**config.mk**
```make
export PLATFORM = sky130hd
export DESIGN_NAME = odpr_ctrl
export DESIGN_NICKNAME = d
export VERILOG_FILES = /design/src/hw/odpr_pkg.sv /design/src/hw/odpr_rx.sv /design/src/hw/odpr_ctrl.sv
export SDC_FILE = /design/constraint.sdc
export NUM_CORES = 1
export LEC_CHECK = 0
export ABC_AREA = 1
export BUFFER_PORTS_ARGS = -buffer_cell sky130_fd_sc_hd__buf_2
export CAP_MARGIN = 20
export CORE_ASPECT_RATIO = 1.25
export CORE_MARGIN = 2
export CORE_UTILIZATION = 56
export CTS_CLUSTER_SIZE = 25
export DETAILED_ROUTE_END_ITERATION = 6
export PLACE_DENSITY = 0.8
export RECOVER_POWER = 50
export REMOVE_ABC_BUFFERS = 1
export SLEW_MARGIN = 25
export SYNTH_ARGS = -nofsm -noshare
export SYNTH_HDL_FRONTEND = slang
export SYNTH_HIERARCHICAL = 1
export SYNTH_SLANG_ARGS = --single-unit
```
**constraint.sdc**
```tcl
create_clock -name CLK_I -period 2 [get_ports CLK_I]
set_clock_uncertainty 0.15 [all_clocks]
set_input_delay 0.4 -clock CLK_I [delete_from_list [all_inputs] [get_ports CLK_I]]
set_output_delay 0.4 -clock CLK_I [all_outputs]
set_load 0.05 [all_outputs]
```
**src/hw/odpr_pkg.sv**
```systemverilog
// Constants and types shared by the power-down / reference command decoder.
// Assumes a single 125 MHz system clock domain.
package odpr_pkg;

   localparam int          FRAME_BITS   = 32;
   localparam int          NUM_CH       = 8;
   localparam int          CODE_BITS    = 16;
   localparam int          AXI_AW       = 8;

   // Command codes
   localparam logic [3:0]  CMD_WR_UPD   = 4'h3;
   localparam logic [3:0]  CMD_PWR_DOWN = 4'h4;
   localparam logic [3:0]  CMD_REF_STAT = 4'h8;
   localparam logic [3:0]  CMD_REF_FLEX = 4'h9;
   localparam logic [3:0]  ADDR_ALL     = 4'hF;

   // Power-down field positions and modes
   localparam int          PD_MODE_LSB  = 8;
   localparam logic [1:0]  PD_UP        = 2'h0;
   localparam logic [1:0]  PD_1K        = 2'h1;
   localparam logic [1:0]  PD_100K      = 2'h2;
   localparam logic [1:0]  PD_HIZ       = 2'h3;

   // Flexible reference selector, frame bits 19..17
   localparam int          FLEX_SEL_LSB = 17;
   localparam logic [2:0]  FLEX_AUTO    = 3'h4;
   localparam logic [2:0]  FLEX_ON      = 3'h5;
   localparam logic [2:0]  FLEX_OFF     = 3'h6;
   localparam logic [2:0]  FLEX_STATIC  = 3'h0;

   // Register byte offsets
   localparam logic [7:0]  OFF_CTRL     = 8'h00;
   localparam logic [7:0]  OFF_STATUS   = 8'h04;
   localparam logic [7:0]  OFF_PD       = 8'h08;
   localparam logic [7:0]  OFF_FRAME    = 8'h0C;
   localparam logic [7:0]  OFF_CMD      = 8'h10;
   localparam logic [7:0]  OFF_CODE_A   = 8'h14;

   localparam logic        CTRL_RST     = 1'h1;
   localparam logic [1:0]  RESP_OKAY    = 2'h0;
   localparam logic [1:0]  RESP_SLVERR  = 2'h2;

   typedef struct packed {
      logic        zero;
      logic [2:0]  dont_care;
      logic [3:0]  command_code_field;
      logic [3:0]  channel_address_field;
      logic [15:0] data;
      logic [3:0]  feature_bits_field;
   } odpr_frame_t;

   typedef enum logic [1:0] {
      REF_STATIC,
      REF_FLEX_AUTO,
      REF_FLEX_ON,
      REF_FLEX_OFF
   } odpr_ref_mode_t;

endpackage : odpr_pkg

```
**src/hw/odpr_rx.sv**
```systemverilog
// Serial frame receiver: samples the three-wire link with the system clock.
// Assumes the link clock is well below half the system clock rate.
`timescale 1ns/1ps
`default_nettype none
module odpr_rx #(
   parameter int FRAME_BITS = odpr_pkg::FRAME_BITS
) (
   input  wire logic                clk_i,
   input  wire logic                rst_n_i,
   input  wire logic                sclk_i,
   input  wire logic                sync_n_i,
   input  wire logic                din_i,
   output var  odpr_pkg::odpr_frame_t frame_o,
   output var  logic                frame_vld_o
);

   initial begin
      if (FRAME_BITS != $bits(odpr_pkg::odpr_frame_t)) begin
         $error("FRAME_BITS must match the frame layout");
      end
   end

   logic [2:0]            sclk_s_r;
   logic [1:0]            sync_s_r;
   logic [1:0]            din_s_r;
   logic [FRAME_BITS-1:0] shift_r;
   logic [5:0]            cnt_r;

   wire fall_w   = ~sclk_s_r[1] & sclk_s_r[2];
   wire active_w = ~sync_s_r[1];
   wire last_w   = (cnt_r == 6'(FRAME_BITS - 1));
   wire [FRAME_BITS-1:0] shift_nxt = {shift_r[FRAME_BITS-2:0], din_s_r[1]};

   // Two-stage synchronisers, third sclk stage for edge detection
   always_ff @(posedge clk_i or negedge rst_n_i) begin
      if (!rst_n_i) begin
         sclk_s_r <= 3'h7;
         sync_s_r <= 2'h3;
         din_s_r  <= 2'h0;
      end else begin
         sclk_s_r <= {sclk_s_r[1:0], sclk_i};
         sync_s_r <= {sync_s_r[0], sync_n_i};
         din_s_r  <= {din_s_r[0], din_i};
      end
   end

   // Bits taken on falling link edges; frame done on the 32nd
   always_ff @(posedge clk_i or negedge rst_n_i) begin
      if (!rst_n_i) begin
         shift_r     <= '0;
         cnt_r       <= 6'h00;
         frame_o     <= '0;
         frame_vld_o <= 1'b0;
      end else begin
         frame_vld_o <= 1'b0;
         if (!active_w) begin
            cnt_r <= 6'h00;
         end else if (fall_w) begin
            shift_r <= shift_nxt;
            if (last_w) begin
               cnt_r       <= 6'h00;
               frame_o     <= shift_nxt; // RQ1 RQ10
               frame_vld_o <= 1'b1;
            end else begin
               cnt_r <= cnt_r + 6'h01;
            end
         end
      end
   end

endmodule : odpr_rx
`default_nettype wire

```
**src/hw/odpr_ctrl.sv**
```systemverilog
// Power-down, broadcast update and reference control decoder with AXI4-Lite view.
// Assumes link pins arrive asynchronously; one 125 MHz clock, async low reset.
// Operation
// RQ1: 32-bit frame, zero MSB, command, address
// RQ2: Mode 01 gives 1k termination
// RQ3: Bits 7..0 select channels A..H
// RQ4: Mode 10 gives 100k termination
// RQ5: Mode 11 gives high impedance
// RQ6: Unselected channels keep their mode
// RQ7: Flexible 101 keeps reference always on
// RQ8: Flexible 110 keeps reference always off
// RQ9: Code 3, address F writes all
// RQ10: Broadcast update lands at frame end
// RQ11: Reference starts disabled after power-up
// RQ12: Disabled reference leaves pin three-stated
// RQ13: Flexible commands carry bit 19 set
// RQ14: Static reference off until enabled
// RQ15: Static: all channels down, reference off
// RQ16: Static: any channel up, reference on
// RQ17: Reset returns static mode, reference off
// RQ18: Static command, feature bit 0 enables
// RQ19: Flexible 100 tracks channel power state
// RQ20: Flexible ignores static; 000 returns static
`timescale 1ns/1ps
`default_nettype none
module odpr_ctrl #(
   parameter int NUM_CH    = odpr_pkg::NUM_CH,
   parameter int CODE_BITS = odpr_pkg::CODE_BITS
) (
   input  wire logic                        CLK_I,
   input  wire logic                        RST_N_I,
   input  wire logic                        SCLK_I,
   input  wire logic                        SYNC_N_I,
   input  wire logic                        DIN_I,
   input  wire logic [odpr_pkg::AXI_AW-1:0] S_AXI_AWADDR,
   input  wire logic                        S_AXI_AWVALID,
   output var  logic                        S_AXI_AWREADY,
   input  wire logic [31:0]                 S_AXI_WDATA,
   input  wire logic [3:0]                  S_AXI_WSTRB,
   input  wire logic                        S_AXI_WVALID,
   output var  logic                        S_AXI_WREADY,
   output var  logic [1:0]                  S_AXI_BRESP,
   output var  logic                        S_AXI_BVALID,
   input  wire logic                        S_AXI_BREADY,
   input  wire logic [odpr_pkg::AXI_AW-1:0] S_AXI_ARADDR,
   input  wire logic                        S_AXI_ARVALID,
   output var  logic                        S_AXI_ARREADY,
   output var  logic [31:0]                 S_AXI_RDATA,
   output var  logic [1:0]                  S_AXI_RRESP,
   output var  logic                        S_AXI_RVALID,
   input  wire logic                        S_AXI_RREADY,
   output var  logic [2*NUM_CH-1:0]         CH_PD_MODE_O,
   output var  logic [NUM_CH*CODE_BITS-1:0] DAC_CODE_O,
   output var  logic                        DAC_UPDATE_O,
   output var  logic                        REF_PWR_O,
   output var  logic                        REF_PIN_OE_O
);

   initial begin
      if (NUM_CH != odpr_pkg::NUM_CH || CODE_BITS != odpr_pkg::CODE_BITS) begin
         $error("Channel count and code width are fixed by the frame layout");
      end
   end

   function automatic logic [5:0] word_of(input logic [odpr_pkg::AXI_AW-1:0] a);
      word_of = a[7:2];
   endfunction : word_of

   // ---------------- Link receiver
   odpr_pkg::odpr_frame_t rx_frame;
   logic                  rx_vld;

   odpr_rx #(
      .FRAME_BITS (odpr_pkg::FRAME_BITS)
   ) u_rx (
      .clk_i       (CLK_I),
      .rst_n_i     (RST_N_I),
      .sclk_i      (SCLK_I),
      .sync_n_i    (SYNC_N_I),
      .din_i       (DIN_I),
      .frame_o     (rx_frame),
      .frame_vld_o (rx_vld)
   );

   // ---------------- Register state
   logic                   rx_en_r;
   logic                   sw_pend_r;
   odpr_pkg::odpr_frame_t  sw_frame_r;
   odpr_pkg::odpr_frame_t  last_frame_r;
   logic [7:0]             frame_cnt_r;
   logic [7:0]             bad_cnt_r;
   logic [1:0]             pd_mode_r [NUM_CH];
   logic [CODE_BITS-1:0]   inbuf_r   [NUM_CH];
   logic                   static_en_r;
   odpr_pkg::odpr_ref_mode_t ref_mode_r;
   odpr_pkg::odpr_ref_mode_t ref_mode_nxt;
   logic                   static_en_nxt;

   // ---------------- AXI4-Lite slave
   logic                        aw_hold_r;
   logic                        w_hold_r;
   logic [odpr_pkg::AXI_AW-1:0] awaddr_r;
   logic [31:0]                 wdata_r;
   logic [3:0]                  wstrb_r;

   wire aw_fire = S_AXI_AWVALID & S_AXI_AWREADY;
   wire w_fire  = S_AXI_WVALID & S_AXI_WREADY;
   wire wr_do   = aw_hold_r & w_hold_r & ~S_AXI_BVALID;
   wire ar_fire = S_AXI_ARVALID & S_AXI_ARREADY;

   wire [5:0] wr_word = word_of(awaddr_r);
   wire [5:0] rd_word = word_of(S_AXI_ARADDR);

   wire wr_ctrl = wr_do && (wr_word == word_of(odpr_pkg::OFF_CTRL));
   wire wr_cmd  = wr_do && (wr_word == word_of(odpr_pkg::OFF_CMD)) && (wstrb_r == 4'hF);
   wire wr_ok   = wr_ctrl || wr_cmd;

   always_ff @(posedge CLK_I or negedge RST_N_I) begin
      if (!RST_N_I) begin
         S_AXI_AWREADY <= 1'b1;
         S_AXI_WREADY  <= 1'b1;
         S_AXI_BVALID  <= 1'b0;
         S_AXI_BRESP   <= odpr_pkg::RESP_OKAY;
         aw_hold_r     <= 1'b0;
         w_hold_r      <= 1'b0;
      end else begin
         if (aw_fire) begin
            aw_hold_r     <= 1'b1;
            S_AXI_AWREADY <= 1'b0;
         end
         if (w_fire) begin
            w_hold_r     <= 1'b1;
            S_AXI_WREADY <= 1'b0;
         end
         if (wr_do) begin
            aw_hold_r    <= 1'b0;
            w_hold_r     <= 1'b0;
            S_AXI_BVALID <= 1'b1;
            S_AXI_BRESP  <= wr_ok ? odpr_pkg::RESP_OKAY : odpr_pkg::RESP_SLVERR;
         end
         if (S_AXI_BVALID && S_AXI_BREADY) begin
            S_AXI_BVALID  <= 1'b0;
            S_AXI_AWREADY <= 1'b1;
            S_AXI_WREADY  <= 1'b1;
         end
      end
   end

   always_ff @(posedge CLK_I or negedge RST_N_I) begin
      if (!RST_N_I) begin
         awaddr_r <= '0;
         wdata_r  <= 32'h0000_0000;
         wstrb_r  <= 4'h0;
      end else begin
         if (aw_fire) begin
            awaddr_r <= S_AXI_AWADDR;
         end
         if (w_fire) begin
            wdata_r <= S_AXI_WDATA;
            wstrb_r <= S_AXI_WSTRB;
         end
      end
   end

   // Read mux
   logic [31:0] rd_data;
   logic        rd_ok;
   logic [2*NUM_CH-1:0] pd_flat;

   always_comb begin
      for (int i = 0; i < NUM_CH; i++) begin
         pd_flat[2*i +: 2] = pd_mode_r[i];
      end
   end

   always_comb begin
      rd_data = 32'h0000_0000;
      rd_ok   = 1'b1;
      if (rd_word == word_of(odpr_pkg::OFF_CTRL)) begin
         rd_data[0] = rx_en_r;
      end else if (rd_word == word_of(odpr_pkg::OFF_STATUS)) begin
         rd_data = {8'h00, bad_cnt_r, frame_cnt_r, 3'h0, sw_pend_r,
                    ref_mode_r, static_en_r, REF_PWR_O};
      end else if (rd_word == word_of(odpr_pkg::OFF_PD)) begin
         rd_data[2*NUM_CH-1:0] = pd_flat;
      end else if (rd_word == word_of(odpr_pkg::OFF_FRAME)) begin
         rd_data = last_frame_r;
      end else if (rd_word >= word_of(odpr_pkg::OFF_CODE_A) &&
                   rd_word <  word_of(odpr_pkg::OFF_CODE_A) + 6'(NUM_CH)) begin
         rd_data[CODE_BITS-1:0] =
            DAC_CODE_O[CODE_BITS*(rd_word - word_of(odpr_pkg::OFF_CODE_A)) +: CODE_BITS];
      end else begin
         rd_ok = 1'b0;
      end
   end

   always_ff @(posedge CLK_I or negedge RST_N_I) begin
      if (!RST_N_I) begin
         S_AXI_ARREADY <= 1'b1;
         S_AXI_RVALID  <= 1'b0;
         S_AXI_RDATA   <= 32'h0000_0000;
         S_AXI_RRESP   <= odpr_pkg::RESP_OKAY;
      end else if (ar_fire) begin
         S_AXI_ARREADY <= 1'b0;
         S_AXI_RVALID  <= 1'b1;
         S_AXI_RDATA   <= rd_data;
         S_AXI_RRESP   <= rd_ok ? odpr_pkg::RESP_OKAY : odpr_pkg::RESP_SLVERR;
      end else if (S_AXI_RVALID && S_AXI_RREADY) begin
         S_AXI_RVALID  <= 1'b0;
         S_AXI_ARREADY <= 1'b1;
      end
   end

   // ---------------- Command source: link wins, software frame waits
   wire link_vld = rx_vld & rx_en_r;
   wire sw_take  = sw_pend_r & ~link_vld;
   wire cmd_vld  = link_vld | sw_take;
   odpr_pkg::odpr_frame_t cmd;
   assign cmd = link_vld ? rx_frame : sw_frame_r;

   wire cmd_good = cmd_vld & ~cmd.zero; // RQ1
   wire cmd_bad  = cmd_vld &  cmd.zero;
   wire is_pd    = cmd_good && (cmd.command_code_field == odpr_pkg::CMD_PWR_DOWN);
   wire is_wall  = cmd_good && (cmd.command_code_field == odpr_pkg::CMD_WR_UPD) &&
                   (cmd.channel_address_field == odpr_pkg::ADDR_ALL); // RQ9
   wire is_stat  = cmd_good && (cmd.command_code_field == odpr_pkg::CMD_REF_STAT);
   wire is_flex  = cmd_good && (cmd.command_code_field == odpr_pkg::CMD_REF_FLEX);

   wire [1:0]        pd_sel_mode = cmd[odpr_pkg::PD_MODE_LSB +: 2];
   wire [NUM_CH-1:0] pd_mask     = cmd[NUM_CH-1:0]; // RQ3
   wire [2:0]        flex_sel    = cmd[odpr_pkg::FLEX_SEL_LSB +: 3];

   always_ff @(posedge CLK_I or negedge RST_N_I) begin
      if (!RST_N_I) begin
         rx_en_r    <= odpr_pkg::CTRL_RST;
         sw_pend_r  <= 1'b0;
         sw_frame_r <= '0;
      end else begin
         if (wr_ctrl && wstrb_r[0]) begin
            rx_en_r <= wdata_r[0];
         end
         if (wr_cmd) begin
            sw_pend_r  <= 1'b1;
            sw_frame_r <= wdata_r;
         end else if (sw_take) begin
            sw_pend_r <= 1'b0;
         end
      end
   end

   always_ff @(posedge CLK_I or negedge RST_N_I) begin
      if (!RST_N_I) begin
         last_frame_r <= '0;
         frame_cnt_r  <= 8'h00;
         bad_cnt_r    <= 8'h00;
      end else begin
         if (cmd_vld) begin
            last_frame_r <= cmd;
            frame_cnt_r  <= frame_cnt_r + 8'h01;
         end
         if (cmd_bad) begin
            bad_cnt_r <= bad_cnt_r + 8'h01;
         end
      end
   end

   // ---------------- Channel power-down
   always_ff @(posedge CLK_I or negedge RST_N_I) begin
      if (!RST_N_I) begin
         for (int i = 0; i < NUM_CH; i++) begin
            pd_mode_r[i] <= odpr_pkg::PD_UP;
         end
      end else if (is_pd) begin
         for (int i = 0; i < NUM_CH; i++) begin
            if (pd_mask[i]) begin
               pd_mode_r[i] <= pd_sel_mode; // RQ2 RQ4 RQ5 RQ6
            end
         end
      end
   end

   always_ff @(posedge CLK_I or negedge RST_N_I) begin
      if (!RST_N_I) begin
         CH_PD_MODE_O <= '0;
      end else begin
         CH_PD_MODE_O <= pd_flat;
      end
   end

   // ---------------- Broadcast write and update
   always_ff @(posedge CLK_I or negedge RST_N_I) begin
      if (!RST_N_I) begin
         for (int i = 0; i < NUM_CH; i++) begin
            inbuf_r[i] <= '0;
         end
         DAC_CODE_O   <= '0;
         DAC_UPDATE_O <= 1'b0;
      end else begin
         DAC_UPDATE_O <= is_wall; // RQ10
         if (is_wall) begin
            for (int i = 0; i < NUM_CH; i++) begin
               inbuf_r[i]                         <= cmd.data;
               DAC_CODE_O[CODE_BITS*i +: CODE_BITS] <= cmd.data; // RQ9 RQ10
            end
         end
      end
   end

   // ---------------- Reference mode control
   always_comb begin
      ref_mode_nxt  = ref_mode_r;
      static_en_nxt = static_en_r;
      if (is_flex && cmd[odpr_pkg::FLEX_SEL_LSB + 2]) begin // RQ13
         case (flex_sel)
            odpr_pkg::FLEX_AUTO: ref_mode_nxt = odpr_pkg::REF_FLEX_AUTO; // RQ19
            odpr_pkg::FLEX_ON:   ref_mode_nxt = odpr_pkg::REF_FLEX_ON;   // RQ7
            odpr_pkg::FLEX_OFF:  ref_mode_nxt = odpr_pkg::REF_FLEX_OFF;  // RQ8
            default:             ref_mode_nxt = ref_mode_r;
         endcase
      end else if (is_flex && flex_sel == odpr_pkg::FLEX_STATIC) begin
         ref_mode_nxt  = odpr_pkg::REF_STATIC; // RQ20
         static_en_nxt = 1'b0;
      end else if (is_stat && ref_mode_r == odpr_pkg::REF_STATIC) begin
         static_en_nxt = cmd.feature_bits_field[0]; // RQ14 RQ18 RQ20
      end
   end

   always_ff @(posedge CLK_I or negedge RST_N_I) begin
      if (!RST_N_I) begin
         ref_mode_r  <= odpr_pkg::REF_STATIC; // RQ11 RQ17
         static_en_r <= 1'b0;
      end else begin
         ref_mode_r  <= ref_mode_nxt;
         static_en_r <= static_en_nxt;
      end
   end

   // Any channel powered up keeps the tracking reference alive
   logic any_up;
   always_comb begin
      any_up = 1'b0;
      for (int i = 0; i < NUM_CH; i++) begin
         any_up = any_up | (pd_mode_r[i] == odpr_pkg::PD_UP);
      end
   end

   logic ref_pwr_nxt;
   always_comb begin
      case (ref_mode_r)
         odpr_pkg::REF_STATIC:    ref_pwr_nxt = static_en_r & any_up; // RQ14 RQ15 RQ16
         odpr_pkg::REF_FLEX_AUTO: ref_pwr_nxt = any_up;               // RQ19
         odpr_pkg::REF_FLEX_ON:   ref_pwr_nxt = 1'b1;                 // RQ7
         default:                 ref_pwr_nxt = 1'b0;                 // RQ8
      endcase
   end

   always_ff @(posedge CLK_I or negedge RST_N_I) begin
      if (!RST_N_I) begin
         REF_PWR_O    <= 1'b0; // RQ11
         REF_PIN_OE_O <= 1'b0;
      end else begin
         REF_PWR_O    <= ref_pwr_nxt;
         REF_PIN_OE_O <= ref_pwr_nxt; // RQ12
      end
   end

endmodule : odpr_ctrl
`default_nettype wire

```
# == Yosys cells after proc, flatten, opt, wreduce, memory -nomap -nowiden ==
# Index checks and enable logic that the tools add are counted.
# word_totals
reg_bits,411
input_bits,62
# classes
addsub,4
n_lt_le_gt_ge,2
n_eq_ne,17
shifts,1
muxes,44
n_bitwise,25
n_reduce_logical,50
# ops
op,n
variable part select 128 x 33 -> 16 bit,1
two-way mux 16 bit,5
two-way mux 32 bit,2
two-way mux 31 bit,1
two-way mux 1 bit,27
AND reduction 2 bit,11
nonzero test 2 bit,10
zero test 2 bit,9
two-way mux 6 bit,3
adder 8 x 1 -> 8 bit (second input constant),2
equality test 4 bit (second input constant),4
logical AND 1 bit,15
equality test 6 x 2 -> 1 bit (second input constant),2
zero test 6 bit,2
AND 1 bit,11
equality test 3 bit (second input constant),3
two-way mux 2 bit,4
OR 1 bit,8
subtractor 6 x 3 -> 7 bit (second input constant),1
adder 6 x 1 -> 6 bit (second input constant),1
equality test 6 x 1 -> 1 bit (second input constant),1
equality test 6 x 3 -> 1 bit (second input constant),1
equality test 6 x 5 -> 1 bit (second input constant),1
greater-or-equal comparator 6 x 3 -> 1 bit (second input constant),1
12 further kinds,17

# == Logic depth before layout (Yosys ltp) ==
# depth
ltp_word,10
ltp_mapped,13
ltp_nobuf,12

# == By module ==
# Netlist, hierarchy kept.
# modules_own_cells
mod,n_inst,cells_each,area_each_um2
odpr_ctrl,1,1254,10515.1
odpr_rx,1,292,3041.7

# == Worst setup path after synthesis ==
# No wires, ideal clock.
# synth_path
path_type,register to register
from,register S_AXI_BVALID
to,register sw_frame_r[22] (netlist name)
setup_time_ps,126
arrival_time_ps,1613
required_time_ps,1724
slack_ps,111
path_stages_with_launch,9
n_path_buf,2
synth_period_minus_slack_ps,1889
path_cell_list,dfrtp_1 inv_1 nand3_1 nor2_1 nand2_2 inv_1 buf_2 buf_2 o21ai_0
# synth_between
elab_chain_len,4
# synth_rtl
item,line_no,rtl
from (decl),odpr_ctrl.sv:43,"output var logic S_AXI_BVALID,"
from (signal assigned),odpr_ctrl.sv:122,S_AXI_BVALID <= 1'b0;
from (signal assigned),odpr_ctrl.sv:138,S_AXI_BVALID <= 1'b1;
from (signal assigned),odpr_ctrl.sv:142,S_AXI_BVALID <= 1'b0;
inverter 1 bit,odpr_ctrl.sv:108,wire wr_do = aw_hold_r & w_hold_r & ~S_AXI_BVALID;
AND 1 bit,odpr_ctrl.sv:108,
logical AND 1 bit (2 in series),odpr_ctrl.sv:115,wire wr_cmd = wr_do && (wr_word == word_of(odpr_pkg::OFF_CMD)) && (wstrb_r == 4'hF);
to (signal assigned),odpr_ctrl.sv:244,sw_frame_r <= wdata_r;
to (decl),odpr_ctrl.sv:88,odpr_pkg::odpr_frame_t sw_frame_r;
# No other way between the ends.
# A chain may end at the register's enable or synchronous reset.

==> metrics.md <==
| Metric | Value |
|---|---|
| Failing checks | setup timing |
| Worst Path Max Fanout | 10 |
| ANT cells | 0 |
| Status | finished with violations |
| Worst-path cell chain | buf_2 |
| Arrival time at the worst endpoint | 1460 ps |
| DR top layer | met4 |
| First-iteration detailed-routing DRC count | 900 |
| Number of fillers in the final layout | 1,684 |
| Syn avg cell area | 8.77 sq um |
| WL met2 | 16.2 mm |
| Finished Layout Cells | 2,107 |
| CTS tree | yes |
| Placed Area | 14,600 sq um |
| Tmin final | 2010 ps |
| First-pass GRT wire length | 51.8 mm |
| Post-synthesis sequential area ratio | 0.545 |
| Initial core utilization | 0.571 |
| Clk slew on worst S/H paths | 60 ps |
| Setup CP Type | flip-flop to output pin |
| Die area | roughly 25,000 sq um |
| Critical path launch point type | flip-flop |
| Fin nets | 1,830 |
| Clock Path Buffers | 3 |
| Syn. warnings | 6 |
| DP Wirelength | 21.3 mm |
| Netlist Area Pre-Place | 13,600 sq um |
| Pleak | 8.60 nW |
| I/O Buffers | 243 |
| Buf/Inv on CP | 1 |
| Die Y | 178 microns |
| Cts bufs inserted | 28 |
| Share of cells above drive strength 1 | 0.263 |
| Asr flop ratio synth | 1.00 |
| Pre-CTS setup slack | -26.8 ps |
| Antenna-violating nets left | 0 |
| Post-synth EDFFs | 0 |
| Syn Inst Count | around 1,500 |
| CP max stage cell | dfrtp_1 |
| Vias in the first global route | 10,600 |
| Max VDD drop | between 0.0009 and 0.001 V |
| Chip width | 143 microns |
| H-tree depth | 1 |
| Power per standard cell area | 898 nW/um^2 |
| First-pass iteration count of the detailed router | 5 |
| Reg area | 7410 sq um |
| RD Place Congestion | 0.895 |
| Area of the core | 23,700 sq um |
| Multi-input gate area | between 4000 and 5000 sq um |
| DRC | 0 |
| Slew Viols, Final | 0 |
| Clk_lat worst skew | 540 ps |
| Final hold viol count | 0 |
| Slew HR | 0.424 |
| # IOs | 250 |
| Design area | 16,200 sq um |
| Crit path max-delay family | flip-flops |
| Wire length on met3 | ~1.4 mm |
| M1 WL | 13.4 mm |
| Critical Path Max Stage Delay | 570 ps |
| Site Rows | 63 |
| Antenna violations before repair | 0 |
| Period utilization | 1.01 |
| Primary FF master, synth | dfrtp_1 |
| Max_cap viols | 0 |
| Final worst setup slack | -11.0 ps |
| DRT Wirelength | approximately 32 mm |
| Final setup vio count | 2 |
| # placed instances | 1,998 |
| Area Growth Syn to Fin | 19.8% |
| Clk sinks | 295 |
| RSZ-0062 raised after global routing | true |
| CTS root buffer | clkbuf_16 |
| Pin count of the biggest net entering global routing | 85 |
| HP Class | flip-flop to flip-flop |
| Synth Register Bits | a little under 300 |
| DR vias | about 11,000 |
| Vias/cell | 5.12 |
| Slew at the pin closest to its max-slew limit | between 800 and 900 ps |
| Grt ovf | 0 |
| Achievable Freq | 497 MHz |
| GRT Total Usage | 0.251 |
| Drt wl/cell | 15.1 microns |
| CP endpoint kind | output pin |
| Critical path required time | between 1000 and 1500 ps |
| Synth unique cells | 38 |
-- state kept, by name, summed over array words and instances (netlist names), 16 cells and up --
| register | flops |
|---|---|
| CH_PD_MODE_O | 16 |
| sw_frame_r | 32 |
| DAC_CODE_O | 16 |
| wdata_r | 32 |
| last_frame_r | 32 |
| u_rx/frame_o | 32 |
| u_rx/shift_r | 31 |
| pd_flat | 16 |
| S_AXI_RDATA | 32 |
-- stage by stage --
step	total power [mW]	TNS (ps)	hold WS [ps]	utilization
after floorplan	8.10	-258730	-45.6	-
after global placement	8.76	0	138	0.614
after detailed placement	8.84	-61.8	140	0.614
after CTS	14.7	0	161	0.679
after global routing	15.2	-609	210	0.684
final	14.6	-13.9	208	0.684
-- Yosys cell counts (3+ instances only) --
master	number	share of area
a31oi_1	7	0.0032
nor3_1	22	0.0081
xnor2_1	5	0.0032
o21a_1	5	0.0028
xor2_1	9	0.0058
dfstp_2	9	0.017
o21ai_0	127	0.047
ha_1	8	0.0074
o211ai_1	3	0.0017
nand3_1	57	0.021
o21ai_2	50	0.032
buf_2	17	0.0063
nor2_4	4	0.0033
o21ai_1	15	0.0055
nand2_2	6	0.0028
buf_4	115	0.064
nand4_1	5	0.0023
nand2_1	512	0.14
nand2_4	3	0.0025
nand3_2	3	0.0022
buf_6	13	0.011
nor2_1	76	0.021
clkbuf_1	26	0.0072
a21oi_1	18	0.0066
inv_1	126	0.035
o31ai_1	6	0.0033
dfrtp_1	286	0.53
-- metal layers --
layer | GRT usage | up-vias
met5 | 0 | -
met4 | 0.0792 | 0
met3 | 0.0221 | 66
met2 | 0.443 | 349
met1 | 0.328 | 5192
li1 | - | 5185
-- path summary, 6_finish.rpt --
kind,startpoint,end,slack (ps),cells after the start
setup / recovery,DAC_CODE_O[113],DAC_CODE_O[97],-10,1
hold reg to reg,u_rx/sync_s_r[0],u_rx/sync_s_r[1],210,0
min in group asynchronous,RST_N_I,wdata_r[25],360,2
max in group asynchronous,RST_N_I,DAC_CODE_O[118],230,3
setup reg to reg,rx_en_r,pd_flat[4],40,9
hold / removal,u_rx/sync_s_r[0],u_rx/sync_s_r[1],210,0
-- layout make-up --
type | count | area share
clock buffers | 37 | 0.0496
clock inverters | 15 | 0.0129
inverters | 127 | 0.0296
multi-input cells | 953 | 0.283
flip-flops and latches | 295 | 0.456
well taps | 325 | 0.0250
repair buffers | 355 | 0.143
-- report_power, final --
part           switching [mW]  total (mW)  internal (mW)  leakage (nW)
Clock                    2.26        5.74           3.48         0.499
Combinational            1.33        1.96          0.627          4.12
Sequential              0.304        6.88           6.58          3.98
-- cells by family (layout without fill, tap and decap cells) --
logic type / Yosys count / count (layout) / synth area share
compound gates: 235 / 235 / 0.106
xor+xnor: 14 / 14 / 0.00904
fa+ha+maj: 8 / 8 / 0.00738
buf+inv: 299 / 534 / 0.123
flops: 295 / 295 / 0.545
other cells: 1 / 2 / 0.000277
simple gates: 694 / 694 / 0.209
-- cells in the final DEF, fill, tap and decap left out, types with 7 or more instances in the layout --
cell	n
ha_1	8
dfrtp_2	10
dfrtp_1	276
buf_2	239
o21ai_2	50
a21oi_1	18
nand3_1	46
nor2_1	69
nor3_1	22
dlygate4sd3_1	52
nand2_1	506
o21ai_0	127
o21ai_1	14
clkinv_2	7
clkbuf_16	29
nor2_2	9
buf_12	11
buf_4	42
a31oi_1	7
dfstp_2	8
xor2_1	9
inv_1	124
nand2_2	12
nand3_2	14
-- repair_timing --
action                     CTS  global route
pin swaps                    0             3
hold buffers                52             0
resized for setup            4            38
hold endpoints to repair   303             0
setup buffers                0             5
setup endpoints to repair   32            85
Power figures use the tool's default switching activity.
